### config.mk
export PLATFORM = sky130hd
export DESIGN_NAME = ccmc_top
export DESIGN_NICKNAME = d
export VERILOG_FILES = /design/src/include/ccmc_pkg.sv /design/src/rtl/ccmc_top.sv
export SDC_FILE = /design/constraint.sdc
export NUM_CORES = 1
export LEC_CHECK = 0
export BUFFER_PORTS_ARGS = -buffer_cell sky130_fd_sc_hd__buf_4
export CAP_MARGIN = 20
export CORE_ASPECT_RATIO = 1.2
export CORE_MARGIN = 4
export CORE_UTILIZATION = 45
export CTS_CLUSTER_DIAMETER = 50
export CTS_CLUSTER_SIZE = 40
export DETAILED_ROUTE_END_ITERATION = 10
export PLACE_DENSITY = 0.68
export SKIP_CTS_REPAIR_TIMING = 1
export SLEW_MARGIN = 10
export SYNTH_ARGS = -nofsm -noshare
export SYNTH_HDL_FRONTEND = slang
export SYNTH_SLANG_ARGS = --single-unit
### constraint.sdc
create_clock -name clk_i -period 6.8 [get_ports clk_i]
set_input_delay 0.34 -clock clk_i [delete_from_list [all_inputs] [get_ports clk_i]]
set_output_delay 0.34 -clock clk_i [all_outputs]
set_load 0.01 [all_outputs]
### src/include/ccmc_pkg.sv
/*
 * Constants, types and helper functions for the capture/compare mode and configuration block.
 * Assumes an APB register bus with 32-bit data and an 8-bit byte address.
 */
package ccmc_pkg;
	localparam int          ADDR_W        = 8;
	localparam logic [7:0]  OFF_U1_CTRL   = 8'h00;
	localparam logic [7:0]  OFF_U1_DLO    = 8'h04;
	localparam logic [7:0]  OFF_U1_DHI    = 8'h08;
	localparam logic [7:0]  OFF_U2_CTRL   = 8'h0c;
	localparam logic [7:0]  OFF_U2_DLO    = 8'h10;
	localparam logic [7:0]  OFF_U2_DHI    = 8'h14;
	localparam logic [7:0]  OFF_CFG       = 8'h18;
	localparam logic [7:0]  OFF_STAT      = 8'h1c;
	localparam int          CFG_TB_LSB    = 0;
	localparam int          CFG_ROUTE_BIT = 2;
	localparam logic [2:0]  CFG_RESET     = 3'h4;
	localparam int          STAT_EV1_BIT  = 0;
	localparam int          STAT_EV2_BIT  = 1;
	localparam int          STAT_OVF3_BIT = 2;
	localparam logic [3:0]  MODE_OFF      = 4'h0;
	localparam logic [3:0]  MODE_TOGGLE   = 4'h2;
	localparam logic [3:0]  MODE_CAP_FALL = 4'h4;
	localparam logic [3:0]  MODE_CAP_RISE = 4'h5;
	localparam logic [3:0]  MODE_CAP_R4   = 4'h6;
	localparam logic [3:0]  MODE_CAP_R16  = 4'h7;
	localparam logic [3:0]  MODE_CMP_SET  = 4'h8;
	localparam logic [3:0]  MODE_CMP_CLR  = 4'h9;
	localparam logic [3:0]  MODE_CMP_SOFT = 4'ha;
	localparam logic [3:0]  MODE_CMP_TRIG = 4'hb;
	localparam logic [3:0]  PRESC4_LAST   = 4'h3;
	localparam logic [3:0]  PRESC16_LAST  = 4'hf;

	typedef enum logic [1:0] {OP_IDLE, OP_CAPTURE, OP_COMPARE, OP_PWM} ccmc_op_type;

	typedef struct packed {
		logic [1:0] duty_low;
		logic [3:0] mode;
	} ccmc_ctrl_type;

	function automatic ccmc_op_type op_of(input logic [3:0] mode);
		if (mode[3:2] == 2'b11)
			return OP_PWM;
		else if (mode[3:2] == 2'b01)
			return OP_CAPTURE;
		else if (mode[3] || mode == MODE_TOGGLE)
			return OP_COMPARE;
		else
			return OP_IDLE;
	endfunction

	function automatic logic uses_three(input logic [1:0] assign_field, input logic is_unit_two);
		return assign_field[1] | (assign_field[0] & is_unit_two);
	endfunction
endpackage

### src/rtl/ccmc_top.sv
/*
 * Mode decode, time-base selection, special-event trigger and pin handling for two
 * capture/compare/PWM units, with their registers behind an APB slave.
 * Assumes counter values, counter-two period match, counter-three write and wrap and the
 * converter enable arrive from logic on clk_i; the port pins are asynchronous.
 */
`timescale 1ns/1ns
`default_nettype none
// Overview of operation
// RULE_01 - Unit two trigger clears counter three, starts conversion; here it clears counter one when assign field 00 gives unit two counter one
// RULE_02 - Counter three must run synchronous for resets
// RULE_03 - Counter three write beats trigger clear
// RULE_04 - Trigger clear never sets counter-three overflow flag
// RULE_05 - Each unit holds one 16-bit data register
// RULE_06 - Control bits 7 and 6 read zero
// RULE_07 - Duty low bits used only in PWM
// RULE_08 - Mode zero resets unit; 0001, 0011 reserved
// RULE_09 - Toggle mode inverts pin, sets flag
// RULE_10 - Capture on fall, rise, fourth, sixteenth rise
// RULE_11 - Mode 1000 starts low, match drives high
// RULE_12 - Mode 1001 starts high, match drives low
// RULE_13 - Mode 1010 only sets flag on match
// RULE_14 - Mode 1011 sets flag, pulses special trigger
// RULE_15 - Modes 11xx are PWM on counter two
// RULE_16 - Capture/compare use counter one or three
// RULE_17 - Both units run together, may share
// RULE_18 - No capture with counter one asynchronous
// RULE_19 - Route bit picks default or alternate pin
// RULE_20 - Software sets direction of routed pin; here unit two's mode sets its output enable
// RULE_21 - Only unit two trigger starts conversion
// RULE_22 - PWM units share counter two period event
// RULE_23 - Assign field 1x, 01, 00 selects counters
// RULE_24 - Capture sets sticky flag, overwrites old value
module ccmc_top (
	input  wire logic        clk_i,
	input  wire logic        srst_i,
	input  wire logic [7:0]  paddr_i,
	input  wire logic        psel_i,
	input  wire logic        penable_i,
	input  wire logic        pwrite_i,
	input  wire logic [31:0] pwdata_i,
	output logic      [31:0] prdata_o,
	output logic             pready_o,
	output logic             pslverr_o,
	input  wire logic [15:0] counter_one_i,
	input  wire logic [15:0] counter_three_i,
	input  wire logic [9:0]  counter_two_i,
	input  wire logic        counter_two_match_i,
	input  wire logic        counter_three_write_i,
	input  wire logic        counter_three_wrap_i,
	input  wire logic        adc_enabled_i,
	input  wire logic        unit_one_pin_i,
	input  wire logic        default_port_pin_i,
	input  wire logic        alternate_port_pin_i,
	output logic             unit_one_pin_o,
	output logic             unit_one_pin_oe_o,
	output logic             default_port_pin_o,
	output logic             default_port_pin_oe_o,
	output logic             alternate_port_pin_o,
	output logic             alternate_port_pin_oe_o,
	output logic             counter_one_clear_o,
	output logic             counter_three_clear_o,
	output logic             adc_start_o,
	output logic             counter_three_overflow_flag_o
);
	logic                      pready_r;
	logic [31:0]               prdata_r;
	logic                      pslverr_r;
	logic [1:0]                cfg_tb_r;
	logic                      route_r;
	logic [2:0]                stat_r;
	logic [2:0]                pin_meta_r;
	logic [2:0]                pin_sync_r;
	logic                      ctr1_clear_r;
	logic                      ctr3_clear_r;
	logic                      adc_start_r;
	logic [5:0]                pin_out_r;
	wire                       acc_phase;
	wire                       wr;
	wire                       hit_any;
	wire  [31:0]               rd_word;
	ccmc_pkg::ccmc_ctrl_type   ctrl_q   [2];
	logic [15:0]               data_q   [2];
	logic                      pin_q    [2];
	logic                      oe_q     [2];
	logic                      use3     [2];
	logic                      trig     [2];
	logic                      ev_set   [2];
	logic                      in_now   [2];

	assign acc_phase = psel_i & penable_i & pready_r;
	assign wr        = acc_phase & pwrite_i;
	assign hit_any   = (paddr_i[1:0] == 2'b00) && (paddr_i <= ccmc_pkg::OFF_STAT);

	// Reading control shows only the low six bits; bits 7 and 6 stay zero. (see RULE_06)
	assign rd_word = (paddr_i == ccmc_pkg::OFF_U1_CTRL) ? {26'h0, ctrl_q[0]} :
	                 (paddr_i == ccmc_pkg::OFF_U1_DLO)  ? {24'h0, data_q[0][7:0]} :
	                 (paddr_i == ccmc_pkg::OFF_U1_DHI)  ? {24'h0, data_q[0][15:8]} :
	                 (paddr_i == ccmc_pkg::OFF_U2_CTRL) ? {26'h0, ctrl_q[1]} :
	                 (paddr_i == ccmc_pkg::OFF_U2_DLO)  ? {24'h0, data_q[1][7:0]} :
	                 (paddr_i == ccmc_pkg::OFF_U2_DHI)  ? {24'h0, data_q[1][15:8]} :
	                 (paddr_i == ccmc_pkg::OFF_CFG)     ? {29'h0, route_r, cfg_tb_r} :
	                 (paddr_i == ccmc_pkg::OFF_STAT)    ? {29'h0, stat_r} : 32'h0;

	// Every access takes one wait state so that read data comes from a flip-flop.
	always_ff @(posedge clk_i) begin
		if (srst_i) begin
			pready_r  <= 1'b0;
			prdata_r  <= 32'h0;
			pslverr_r <= 1'b0;
		end else begin
			pready_r  <= psel_i & penable_i & ~pready_r;
			prdata_r  <= (psel_i & penable_i & ~pready_r & ~pwrite_i) ? rd_word : 32'h0;
			pslverr_r <= psel_i & penable_i & ~pready_r & ~hit_any;
		end
	end

	always_ff @(posedge clk_i) begin
		if (srst_i) begin
			cfg_tb_r <= ccmc_pkg::CFG_RESET[1:0];
			route_r  <= ccmc_pkg::CFG_RESET[ccmc_pkg::CFG_ROUTE_BIT];
		end else if (wr && paddr_i == ccmc_pkg::OFF_CFG) begin
			cfg_tb_r <= pwdata_i[ccmc_pkg::CFG_TB_LSB +: 2];
			route_r  <= pwdata_i[ccmc_pkg::CFG_ROUTE_BIT];
		end
	end

	// Flags are write-one-to-clear and a set in the same cycle wins. (see RULE_24)
	// The overflow flag is set by the counter's own wrap only, never by a trigger clear. (see RULE_04)
	wire [2:0] stat_set = {counter_three_wrap_i, ev_set[1], ev_set[0]};
	wire [2:0] stat_clr = (wr && paddr_i == ccmc_pkg::OFF_STAT) ? pwdata_i[2:0] : 3'h0;
	always_ff @(posedge clk_i) begin
		if (srst_i)
			stat_r <= 3'h0;
		else
			stat_r <= stat_set | (stat_r & ~stat_clr);
	end

	// Pins are synchronised before the route selects one, so the mux never sees a raw input.
	always_ff @(posedge clk_i) begin
		if (srst_i) begin
			pin_meta_r <= 3'h0;
			pin_sync_r <= 3'h0;
		end else begin
			pin_meta_r <= {alternate_port_pin_i, default_port_pin_i, unit_one_pin_i};
			pin_sync_r <= pin_meta_r;
		end
	end
	assign in_now[0] = pin_sync_r[0];
	assign in_now[1] = route_r ? pin_sync_r[1] : pin_sync_r[2]; // see RULE_19

	for (genvar u = 0; u < 2; u++) begin : g_unit
		ccmc_pkg::ccmc_ctrl_type ctrl_r;
		logic [15:0]             data_r;
		logic [9:0]              shadow_r;
		logic [9:0]              shadow_nxt;
		logic                    pin_r;
		logic                    pin_nxt;
		logic [3:0]              presc_r;
		logic [3:0]              presc_nxt;
		logic [3:0]              mode_prev_r;
		logic                    match_prev_r;
		logic                    in_prev_r;
		wire  [3:0]              mode       = ctrl_r.mode;
		wire  ccmc_pkg::ccmc_op_type op     = ccmc_pkg::op_of(mode);
		wire                     is_two     = (u == 1);
		wire                     wr_ctrl    = wr && paddr_i == (is_two ? ccmc_pkg::OFF_U2_CTRL : ccmc_pkg::OFF_U1_CTRL);
		wire                     wr_dlo     = wr && paddr_i == (is_two ? ccmc_pkg::OFF_U2_DLO : ccmc_pkg::OFF_U1_DLO);
		wire                     wr_dhi     = wr && paddr_i == (is_two ? ccmc_pkg::OFF_U2_DHI : ccmc_pkg::OFF_U1_DHI);
		wire                     sel3       = ccmc_pkg::uses_three(cfg_tb_r, is_two); // see RULE_23
		wire  [15:0]             tb_val     = sel3 ? counter_three_i : counter_one_i; // see RULE_16
		wire                     rise       = in_now[u] & ~in_prev_r;
		wire                     fall       = ~in_now[u] & in_prev_r;
		wire                     cap_r4     = (mode == ccmc_pkg::MODE_CAP_R4);
		wire                     cap_r16    = (mode == ccmc_pkg::MODE_CAP_R16);
		wire  [3:0]              presc_last = cap_r4 ? ccmc_pkg::PRESC4_LAST : ccmc_pkg::PRESC16_LAST;
		wire                     match      = (op == ccmc_pkg::OP_COMPARE) && (data_r == tb_val);
		wire                     match_hit  = match & ~match_prev_r;
		wire                     entered    = (mode != mode_prev_r);
		wire  [9:0]              duty_new   = {data_r[7:0], ctrl_r.duty_low}; // see RULE_07
		logic                    cap_fire;

		// Capture edge choice: falling, rising, or every fourth or sixteenth rise. (see RULE_10)
		always_comb begin
			cap_fire  = 1'b0;
			presc_nxt = 4'h0;
			if (op == ccmc_pkg::OP_CAPTURE) begin
				presc_nxt = presc_r;
				if (mode == ccmc_pkg::MODE_CAP_FALL)
					cap_fire = fall;
				else if (mode == ccmc_pkg::MODE_CAP_RISE)
					cap_fire = rise;
				else if (rise && (cap_r4 || cap_r16)) begin
					cap_fire  = (presc_r == presc_last);
					presc_nxt = cap_fire ? 4'h0 : presc_r + 4'h1;
				end
			end
		end

		// Pin latch per mode; a zero mode returns it to its reset level. (see RULE_08)
		always_comb begin
			pin_nxt    = pin_r;
			shadow_nxt = shadow_r;
			if (mode == ccmc_pkg::MODE_OFF) begin
				pin_nxt    = 1'b0;
				shadow_nxt = 10'h0;
			end else if (op == ccmc_pkg::OP_PWM) begin
				// Period and update come from the one counter-two match for both units. (see RULE_22)
				if (counter_two_match_i) begin
					shadow_nxt = duty_new;
					pin_nxt    = (duty_new != 10'h0);
				end else if (counter_two_i == shadow_r) begin
					pin_nxt = 1'b0;
				end
			end else if (entered && mode == ccmc_pkg::MODE_CMP_SET) begin
				pin_nxt = 1'b0; // see RULE_11
			end else if (entered && mode == ccmc_pkg::MODE_CMP_CLR) begin
				pin_nxt = 1'b1; // see RULE_12
			end else if (match_hit) begin
				if (mode == ccmc_pkg::MODE_TOGGLE)
					pin_nxt = ~pin_r; // see RULE_09
				else if (mode == ccmc_pkg::MODE_CMP_SET)
					pin_nxt = 1'b1; // see RULE_11
				else if (mode == ccmc_pkg::MODE_CMP_CLR)
					pin_nxt = 1'b0; // see RULE_12
			end
		end

		always_ff @(posedge clk_i) begin
			if (srst_i) begin
				ctrl_r       <= '0;
				mode_prev_r  <= 4'h0;
				match_prev_r <= 1'b0;
				in_prev_r    <= 1'b0;
				presc_r      <= 4'h0;
				pin_r        <= 1'b0;
				shadow_r     <= 10'h0;
			end else begin
				if (wr_ctrl)
					ctrl_r <= ccmc_pkg::ccmc_ctrl_type'(pwdata_i[5:0]);
				mode_prev_r  <= mode;
				match_prev_r <= match;
				in_prev_r    <= in_now[u];
				presc_r      <= presc_nxt;
				pin_r        <= pin_nxt;
				shadow_r     <= shadow_nxt;
			end
		end

		// One 16-bit register per unit; a capture overwrites any unread value. (see RULE_05)
		always_ff @(posedge clk_i) begin
			if (srst_i)
				data_r <= 16'h0;
			else if (cap_fire)
				data_r <= tb_val; // see RULE_24
			else if (wr_dlo)
				data_r[7:0] <= pwdata_i[7:0];
			else if (wr_dhi)
				data_r[15:8] <= pwdata_i[7:0];
		end

		assign ctrl_q[u] = ctrl_r;
		assign data_q[u] = data_r;
		assign pin_q[u]  = pin_r;
		// The software-only and trigger modes leave the pin to the port. (see RULE_13)
		assign oe_q[u]   = (op == ccmc_pkg::OP_PWM) || mode == ccmc_pkg::MODE_TOGGLE ||
		                   mode == ccmc_pkg::MODE_CMP_SET || mode == ccmc_pkg::MODE_CMP_CLR;
		assign use3[u]   = sel3;
		assign trig[u]   = match_hit && mode == ccmc_pkg::MODE_CMP_TRIG; // see RULE_14
		assign ev_set[u] = cap_fire | match_hit;
	end

	// Either unit clears its own time base; PWM never reaches counters one or three. (see RULE_15)
	// A coincident software write to counter three keeps its value. (see RULE_03)
	wire clr1 = (trig[0] & ~use3[0]) | (trig[1] & ~use3[1]);
	wire clr3 = ((trig[0] & use3[0]) | (trig[1] & use3[1])) & ~counter_three_write_i; // see RULE_01
	always_ff @(posedge clk_i) begin
		if (srst_i) begin
			ctr1_clear_r <= 1'b0;
			ctr3_clear_r <= 1'b0;
			adc_start_r  <= 1'b0;
		end else begin
			ctr1_clear_r <= clr1; // see RULE_17
			ctr3_clear_r <= clr3;
			adc_start_r  <= trig[1] & adc_enabled_i; // see RULE_21
		end
	end

	// Registered pin drive; unit two appears only on the pin the route bit names. (see RULE_19)
	always_ff @(posedge clk_i) begin
		if (srst_i)
			pin_out_r <= 6'h0;
		else
			pin_out_r <= {pin_q[0], oe_q[0],
			              pin_q[1] & route_r, oe_q[1] & route_r,
			              pin_q[1] & ~route_r, oe_q[1] & ~route_r};
	end

	assign prdata_o                      = prdata_r;
	assign pready_o                      = pready_r;
	assign pslverr_o                     = pslverr_r;
	assign unit_one_pin_o                = pin_out_r[5];
	assign unit_one_pin_oe_o             = pin_out_r[4];
	assign default_port_pin_o            = pin_out_r[3];
	assign default_port_pin_oe_o         = pin_out_r[2];
	assign alternate_port_pin_o          = pin_out_r[1];
	assign alternate_port_pin_oe_o       = pin_out_r[0];
	assign counter_one_clear_o           = ctr1_clear_r;
	assign counter_three_clear_o         = ctr3_clear_r;
	assign adc_start_o                   = adc_start_r;
	assign counter_three_overflow_flag_o = stat_r[ccmc_pkg::STAT_OVF3_BIT];
endmodule // ccmc_top
`default_nettype wire

==> flow_summary.json, run 1 <==
{
  "status": "completed",
  "dp_cells": 1007,
  "cts.sinks": 117,
  "hold_viol_final": 0,
  "crit_chain": "mux2i_1 -> xnor2_1 -> nor4_1 -> nand4_1 -> nor4_1 -> o21ai_1 -> a211oi_2",
  "ys_ff_latch": 117,
  "drtAntennaViolNets": 0,
  "crit_start": "cfg_tb_r[1]",
  "setup_viol": 0,
  "slew-limit-headroom_pct": 31.30,
  "htreeDepth": 4,
  "power.density_nw_per_um2": 224.5,
  "io_buffers": 89,
  "rrSetupSlack_ps": 3640,
  "clockRootBuffer": "clkbuf_16",
  "cpPeakStageDelay_ps": 940,
  "clockBufferDepth": 2,
  "ioPinCount": 138,
  "slowest_stage": "dfxtp_2",
  "p_int_w": 0.001375,
  "synth_cell_types": 63,
  "syn_to_final_growth_pct": 18.83,
  "insertion_delay_ps": 420,
  "worstSetupPathType": "register to register",
  "fmax_mhz": 316.8,
  "wl_mm": 18.70,
  "fp.dieW_um": 119.0,
  "p_leak_nw": 2.940,
  "via_count": 6028,
  "critPathArrivalTime_ps": 3490,
  "fin_nets": 947,
  "hold_class": "input port to register",
  "synthArstFlopShare_pct": 0,
  "grt_pass1_wl_mm": 29.93,
  "viasPerCell": 5.802,
  "reg2reg_from": "cfg_tb_r[1]",
  "grtUsageTotal_pct": 22.33,
  "drc_errors": 0,
  "ir_drop_v": 0.0001540,
  "yosys_warnings": 0,
  "slew_violations": 0,
  "combinationalPowerShare_pct": 6.2,
  "grt_max_degree": 77,
  "drt-initial-drc-count": 475,
  "place_hpwl_mm": 13.77,
  "routabilityCongestion": 0.9223,
  "syn_area_per_cell_um2": 8.452,
  "crit_top_cell": "nor4_1",
  "synth_area_leaders": "dfxtp_1 (35%), mux2i_1 (5.7%), nand2_1 (4.4%)",
  "coreArea_um2": 14410,
  "n_antenna_cell": 0,
  "hold_start": "counter_three_write_i",
  "p_switching_w": 0.0003990,
  "synthCells": 787,
  "pwr-share-clk_pct": 54.9,
  "start_kind": "register",
  "clk_pin_slew_ps": 60,
  "ys.flop_type": "dfxtp_1",
  "crit_fanout": 47,
  "die_y_um": 141.2,
  "initial_core_util_pct": 46.15,
  "min_period_over_period_pct": 46.42,
  "swShare_pct": 22.49,
  "layout_min_cycle_time_ps": 3157,
  "critPathRequiredTime_ps": 7140,
  "synth_commonest_cells": "dfxtp_1 (117), nand2_1 (78), nor2_1 (64)",
  "setup-tns-final_ps": 0,
  "avgRoutedWirePerCell_um": 18.00,
  "drt_pass1_iterations": 5,
  "worstMarginPinSlew_ps": 1030,
  "syn_area_um2": 6651,
  "critical-path-top-delay-family": "simple AND/OR/NAND/NOR gates",
  "grt_pass1_vias": 5647,
  "antenna_found_initial": 0,
  "grt-ovfl-total": 0,
  "drv_cap": 0,
  "crit_buf_inv": 0,
  "power_frac_seq_pct": 38.9,
  "dieArea_um2": 16800,
  "cts_made_buffers": 17,
  "stdcell_count": 1039,
  "row_count": 48,
  "synth_top_area_share_pct": 35.21,
  "clock_skew_ps": 12.19,
  "synth_top_area_cell": "dfxtp_1",
  "worst_setup_path_end_kind": "register",
  "synth_most_common_cell": "dfxtp_1",
  "synth_seq_area_share_pct": 35.21,
  "grt_setup_unrepaired": "no",
  "final_layout_size_suffix_gt1_share_pct": 19.33,
  "synth-edff-count": 0,
  "cts_tree": "yes"
}
[logic make-up (layout without fill, tap and decap cells)]
| logic type | after synthesis | after routing | synth area share (%) |
|---|---|---|---|
| XOR/XNOR | 50 | 50 | 6.584 |
| buffers and inverters | 82 | 136 | 6.697 |
| AO/OA/AOI/OAI | 172 | 172 | 17.48 |
| AND/OR/NAND/NOR | 308 | 308 | 25.00 |
| multiplexers | 55 | 55 | 8.597 |
| other | 1 | 24 | 0.05638 |
| flip-flops | 117 | 117 | 35.21 |
| adder cells (fa/ha/maj) | 2 | 2 | 0.3762 |
[cells in the final DEF (no fill, tap or decap), drive strengths merged, types with 19 or more instances in the layout]
cell / Yosys / final
dfxtp: 117 / 117
buf: 40 / 94
nand2: 78 / 78
nor2: 65 / 65
a21oi: 58 / 58
a211oi: 39 / 39
mux2i: 38 / 38
xnor2: 33 / 33
nand3: 29 / 29
conb: 1 / 24
o21ai: 23 / 23
nor2b: 22 / 22
nor3: 20 / 20
and3: 20 / 20
clkbuf: 32 / 19
[area by class of cell]
cell class | instances | area [um2]
fillers | 1384 | 6510
multi-input cells | 611 | 3950
flip-flops and latches | 117 | 2344
repair buffers | 94 | 705.7
clock buffers | 19 | 452.9
well taps | 175 | 219.0
clock inverters | 13 | 195.2
inverters | 10 | 37.54
[sequential cells by signal (all words and copies together) (netlist names), 2 cells and up]
| register | cells |
|---|---|
| stat_r | 3 |
| g_unit.shadow_r | 20 |
| g_unit.data_r | 32 |
| g_unit.match_prev_r | 2 |
| pin_meta_r | 3 |
| g_unit.pin_r | 2 |
| g_unit.mode_prev_r | 8 |
| pin_out_r | 6 |
| ctrl_q | 4 |
| g_unit.presc_r | 8 |
| g_unit.in_prev_r | 2 |
| pin_sync_r | 3 |
| prdata_o | 8 |
| cfg_tb_r | 2 |
| g_unit.mode | 8 |
[path summary, 6_finish.rpt]
path                                               to  cells after the start
worst max-delay path            counter_three_clear_o                      7
worst min-delay path            counter_three_clear_o                      2
worst max register to register  counter_three_clear_o                      7
worst min register to register          pin_sync_r[2]                      1
[stage by stage]
stage          hold WS, ps  util [%]  worst slack (ps)   power, W  cell area, um2
6_report             73.27     54.84              3643   0.001774            7904
5_1_grt              67.13     54.84              3411   0.001827            7904
4_1_cts              70.23     54.84              3643   0.001783            7904
3_5_place_dp         437.7     50.34              3675  0.0008132            7256
3_3_place_gp         419.5     50.34              3722  0.0008126            7256
2_1_floorplan        404.6         -              4672  0.0007698            6738
[layer usage]
| layer | up-vias | wire length, um | global-route usage, % |
|---|---|---|---|
| met5 | - | 0 | 0 |
| met4 | 0 | 628 | 9.579 |
| met3 | 39 | 1079 | 4.213 |
| met2 | 228 | 8741 | 35.78 |
| met1 | 2820 | 8255 | 29.41 |
| li1 | 2941 | - | - |
[power by group through the flow]
stage	Clock (W)	Combinational (W)	Sequential, W
after floorplan	0	0.0000648	0.000705
after global placement	0	0.000107	0.000705
after detailed placement	0	0.000108	0.000705
after CTS	0.000984	0.000109	0.000690
after global routing	0.00102	0.000119	0.000690
final	0.000975	0.000109	0.000690
No activity file was read; power rests on OpenSTA's default activity.
==> run 2, diff against run 1 <==
clock period = 2.95 ns   (was 6.8 ns; I/O delays follow)
==> run 2 against run 1 <==
  * The run now ends with hold timing left
  * Largest cell class unchanged
  * Wire length increased by 2.4%
  * First-iteration DRC count up 20%
  * Clock skew decreased by 2.1 ps
  * Count of clock-buffer cells in the layout increased by 1
  * Via count increased by 3.1%
  * Clock power up 110%
  * Design area rose by 3.0%
==> flow_summary.json, run 2 (synthesis gave the netlist of run 1 again) <==
{
  "status": "finished with violations",
  "violations": "hold timing",
  "final_layout_size_suffix_gt1_share_pct": 21.63,
  "largest_register": "g_unit.data_r",
  "clk_pin_slew_ps": 50,
  "met1_length_mm": 8.338,
  "avgRoutedWirePerCell_um": 17.86,
  "place_area_um2": 7481,
  "drv_cap": 0,
  "cts_tree": "yes",
  "fmax_mhz": 371.8,
  "grt_pass1_vias": 5863,
  "fp.dieW_um": 119.0,
  "grt_setup_unrepaired": "no",
  "slew-limit-headroom_pct": 53.96,
  "io_buffers": 89,
  "die_y_um": 141.2,
  "dr_wl_met2_mm": 8.878,
  "via_count": 6217,
  "antenna_found_initial": 0,
  "drc_errors": 0,
  "worst_hold_slack_ps": -0.1213,
  "insertion_delay_ps": 420,
  "drt_pass1_iterations": 6,
  "grtUsageTotal_pct": 22.94,
  "worstMarginPinSlew_ps": 690.6,
  "slew_violations": 0,
  "top_layer": "met4",
  "final_cell_mix": "buf_4 (124), dfxtp_1 (116), nand2_1 (78)",
  "setup-tns-final_ps": 0,
  "layout_min_cycle_time_ps": 2690,
  "ioPinCount": 138,
  "wl_mm": 19.15,
  "grt_max_degree": 61,
  "viasPerCell": 5.799,
  "largest_register_ffs": 32,
  "cts_made_buffers": 17,
  "timing.final.ws_setup_ps": 260.0,
  "coreArea_um2": 14410,
  "critPathRequiredTime_ps": 3230,
  "cp.depth": 7,
  "drt-initial-drc-count": 569,
  "crit_fanout": 22,
  "grt_pass1_wl_mm": 30.70,
  "clockRootBuffer": "clkbuf_16",
  "routabilityCongestion": 0.9212,
  "p_leak_nw": 3.105,
  "stdcell_count": 1072,
  "drtAntennaViolNets": 0,
  "top_regs": "g_unit.data_r x32, g_unit.shadow_r x20",
  "rr_worst_depth": 7,
  "row_count": 48,
  "slowest_stage": "dfxtp_1",
  "power.density_nw_per_um2": 483.9,
  "wl_met3_mm": 1.241,
  "hold_depth": 3,
  "post-place-ws_ps": 207.2,
  "clockBufferDepth": 2,
  "critical-path-top-delay-family": "simple AND/OR/NAND/NOR gates",
  "dieArea_um2": 16800,
  "crit_chain": "o21ai_0 -> and3_1 -> nor4b_2 -> nand4_2 -> o41ai_2 -> and3_1 -> nor3_1",
  "hold_viol_final": 1,
  "initial_core_util_pct": 46.15,
  "final_common_cell": "buf_4",
  "dp_cells": 1037,
  "cpPeakStageDelay_ps": 740,
  "n_antenna_cell": 0,
  "min_period_over_period_pct": 91.19,
  "critPathArrivalTime_ps": 2970,
  "setup_viol": 0,
  "final_cell_area_um2": 8139,
  "syn_to_final_growth_pct": 22.37,
  "crit_buf_inv": 0,
  "hold_class": "input port to register",
  "cts.sinks": 117,
  "start_kind": "register",
  "worst_setup_path_end_kind": "register",
  "fin_nets": 983,
  "crit_top_cell": "and3_1",
  "worstSetupPathType": "register to register",
  "htreeDepth": 4,
  "ir_drop_v": 0.0003542,
  "place_hpwl_mm": 14.10,
  "grt-ovfl-total": 0,
  "clock_skew_ps": 10.14
}
## run 2: cell types whose count changed in the layout (fill, tap and decap cells not counted), sizes merged
cell	delta
clkinvlp	-1
clkbuf	+1
clkinv	+1
dlygate4sd3	+6
bufinv	-1
inv	-3
buf	+30
## run 2: routing by layer
metal | vias up | global-route usage [%]
met2 | 248 | 36.65
met4 | 0 | 9.823
met5 | - | 0
met3 | 44 | 4.976
met1 | 2915 | 29.91
li1 | 3010 | -
## run 2: report_power, final
group	internal (W)	switching (W)
clock	0.00137	0.000709
combinational	0.000121	0.000143
sequential	0.00159	0.00000338
total	0.00308	0.000855
## run 2: tightest hold or removal path, cell delays in order
cell     delay (ps)
buf_4           110
nand2_1          50
nor3_1           50
## run 2: layout make-up
type / instances / area, um2
timing repair buffer: 130 / 991.0
clock inverter: 9 / 128.9
inverter: 10 / 37.54
clock buffer: 20 / 466.7
tap: 175 / 219.0
sequential: 117 / 2346
multi-input combinational: 611 / 3950
fill: 1314 / 6275
## run 2: final timing paths
kind                endpoint           from  slack, ps
max          g_unit[1].pin_r    cfg_tb_r[0]        260
min                 pready_o      penable_i       -0.1
max reg2reg  g_unit[1].pin_r    cfg_tb_r[0]        260
min reg2reg    pin_sync_r[1]  pin_meta_r[1]        440
## run 2: metrics by stage
stage | total power [W] | utilization [%]
3_3_place_gp | 0.001877 | 51.90
5_1_grt | 0.004055 | 56.47
2_1_floorplan | 0.001775 | -
4_1_cts | 0.003952 | 56.03
6_report | 0.003938 | 56.47
3_5_place_dp | 0.001879 | 51.90
==> run 3, diff against run 2 <==
CORE_ASPECT_RATIO = unset   (was 1.2)
PLACE_DENSITY = 0.65   (was 0.68)
==> run 3 against run 2 <==
  * The flow still finishes with violations (hold timing)
  * Utilization shrank 0.75 points
  * Highest routed layer unchanged
  * Clock power grew 2%
  * Wire length grew 6.9%
  * Sequential cell count is the same
==> flow_summary.json, run 3 (synthesis gave the netlist of run 1 again) <==
{
  "fp.dieW_um": 129.6,
  "layout_min_cycle_time_ps": 2683,
  "clockBufferDepth": 2,
  "pwr-share-clk_pct": 53.3,
  "crit_chain": "buf_4 -> or3b_1 -> and3_1 -> nor4b_2 -> nand4_1 -> o41ai_2 -> and3_1 -> nor3_1",
  "clock_skew_ps": 12.19,
  "dieArea_um2": 16790,
  "drt_pass1_iterations": 5,
  "p_int_w": 0.003077,
  "ioPinCount": 138,
  "hold_class": "input port to register",
  "htreeDepth": 4,
  "slew-limit-headroom_pct": 53.43,
  "die_y_um": 129.6,
  "antenna_found_initial": 0,
  "final_common_cell": "dfxtp_1",
  "status": "finished with violations",
  "io_buffers": 89,
  "violations": "hold timing",
  "avgRoutedWirePerCell_um": 19.17,
  "via_count": 6239,
  "post-place-ws_ps": 301.9,
  "swShare_pct": 22.68,
  "grt_pass1_wl_mm": 31.63,
  "n_antenna_cell": 0,
  "grt_setup_unrepaired": "no",
  "gr-usage-met3_pct": 4.946,
  "clockRootBuffer": "clkbuf_16",
  "fmax_mhz": 372.7,
  "p_leak_nw": 3.028,
  "power_frac_seq_pct": 40.0,
  "critPathRequiredTime_ps": 3240,
  "finalPower_w": 0.003979,
  "p_switching_w": 0.0009025,
  "power.density_nw_per_um2": 493.3,
  "grt-busiest-layer": "met2",
  "final_cell_area_um2": 8066,
  "drv_cap": 0,
  "grt-ovfl-total": 0,
  "worstMarginPinSlew_ps": 694.8,
  "ir_drop_v": 0.0003799,
  "insertion_delay_ps": 430,
  "syn_to_final_growth_pct": 21.28,
  "setup_viol": 0,
  "grt_pass1_vias": 5961,
  "cts_made_buffers": 17,
  "cpPeakStageDelay_ps": 450,
  "coreArea_um2": 14480,
  "routabilityCongestion": 0.9195,
  "combinationalPowerShare_pct": 6.7,
  "largest_register_ffs": 32,
  "clk_pin_slew_ps": 60,
  "place_area_um2": 7396,
  "grt_max_degree": 43,
  "place_hpwl_mm": 15.34,
  "crit_fanout": 17,
  "start_kind": "register",
  "initial_core_util_pct": 45.94,
  "crit_top_cell": "and3_1",
  "met2_usage_pct": 38.70,
  "timing.final.ws_setup_ps": 266.9,
  "top_regs": "g_unit.data_r x32, g_unit.shadow_r x20",
  "critPathArrivalTime_ps": 2970,
  "slowest_stage": "dfxtp_1",
  "min_period_over_period_pct": 90.95,
  "wl_mm": 20.48,
  "row_count": 44,
  "slew_violations": 0,
  "fin_nets": 967,
  "worst_hold_slack_ps": -5.556,
  "grtUsageTotal_pct": 24.44,
  "largest_register": "g_unit.data_r",
  "drt-initial-drc-count": 480,
  "viasPerCell": 5.842,
  "setup-tns-final_ps": 0,
  "worstSetupPathType": "register to register",
  "use_met1_pct": 33.00,
  "drtAntennaViolNets": 0,
  "rrSetupSlack_ps": 270,
  "drc_errors": 0,
  "final_cell_mix": "dfxtp_1 (117), buf_4 (106), nand2_1 (78)",
  "worst_setup_path_end_kind": "register",
  "final_layout_size_suffix_gt1_share_pct": 20.25,
  "hold_viol_final": 1,
  "critical-path-top-delay-family": "simple AND/OR/NAND/NOR gates",
  "cts.sinks": 117,
  "crit_buf_inv": 1,
  "cts_tree": "yes"
}
## run 3: routing by layer
metal / up-vias / wire length [um]
met1: 3013 / 9125
li1: 2991 / -
met3: 29 / 1259
met5: - / 0
met2: 206 / 9660
met4: 0 / 433
## run 3: cell type report
| type | instances | area (um2) |
|---|---|---|
| Fill cell | 1324 | 6412 |
| Multi-Input combinational cell | 611 | 3950 |
| Sequential cell | 117 | 2342 |
| Timing Repair Buffer | 114 | 895.9 |
| Clock buffer | 20 | 456.7 |
| Tap cell | 184 | 230.2 |
| Clock inverter | 12 | 153.9 |
| Inverter | 10 | 37.54 |
## run 3: metrics by stage
step	hold WS [ps]	utilization [%]	std cells
final	-5.556	55.71	1068
after global routing	11.22	55.71	1068
after CTS	-126.7	55.30	1062
after detailed placement	312.4	51.08	1030
after global placement	308.1	51.08	1030
after floorplan	212.1	-	810
## run 3: power groups by stage
stage | Clock, W | Sequential (W) | Combinational [W]
3_3_place_gp | 0 | 0.00163 | 0.000251
2_1_floorplan | 0 | 0.00163 | 0.000149
5_1_grt | 0.00221 | 0.00159 | 0.000287
3_5_place_dp | 0 | 0.00163 | 0.000257
4_1_cts | 0.00213 | 0.00159 | 0.000258
6_report | 0.00212 | 0.00159 | 0.000267
## run 3: worst paths after layout
kind	start	endpoint	depth (start not counted)
max	cfg_tb_r[0]	g_unit[1].pin_r	8
max reg2reg	cfg_tb_r[0]	g_unit[1].pin_r	8
min	penable_i	pready_o	3
min reg2reg	pin_meta_r[0]	pin_sync_r[0]	1
## run 3: worst register-to-register path: stages, from the launching register on
cell and delay (ps):
dfxtp_1 450, buf_4 270, or3b_1 420, and3_1 200, nor4b_2 340, nand4_1 190, o41ai_2 390, and3_1 220
nor3_1 40
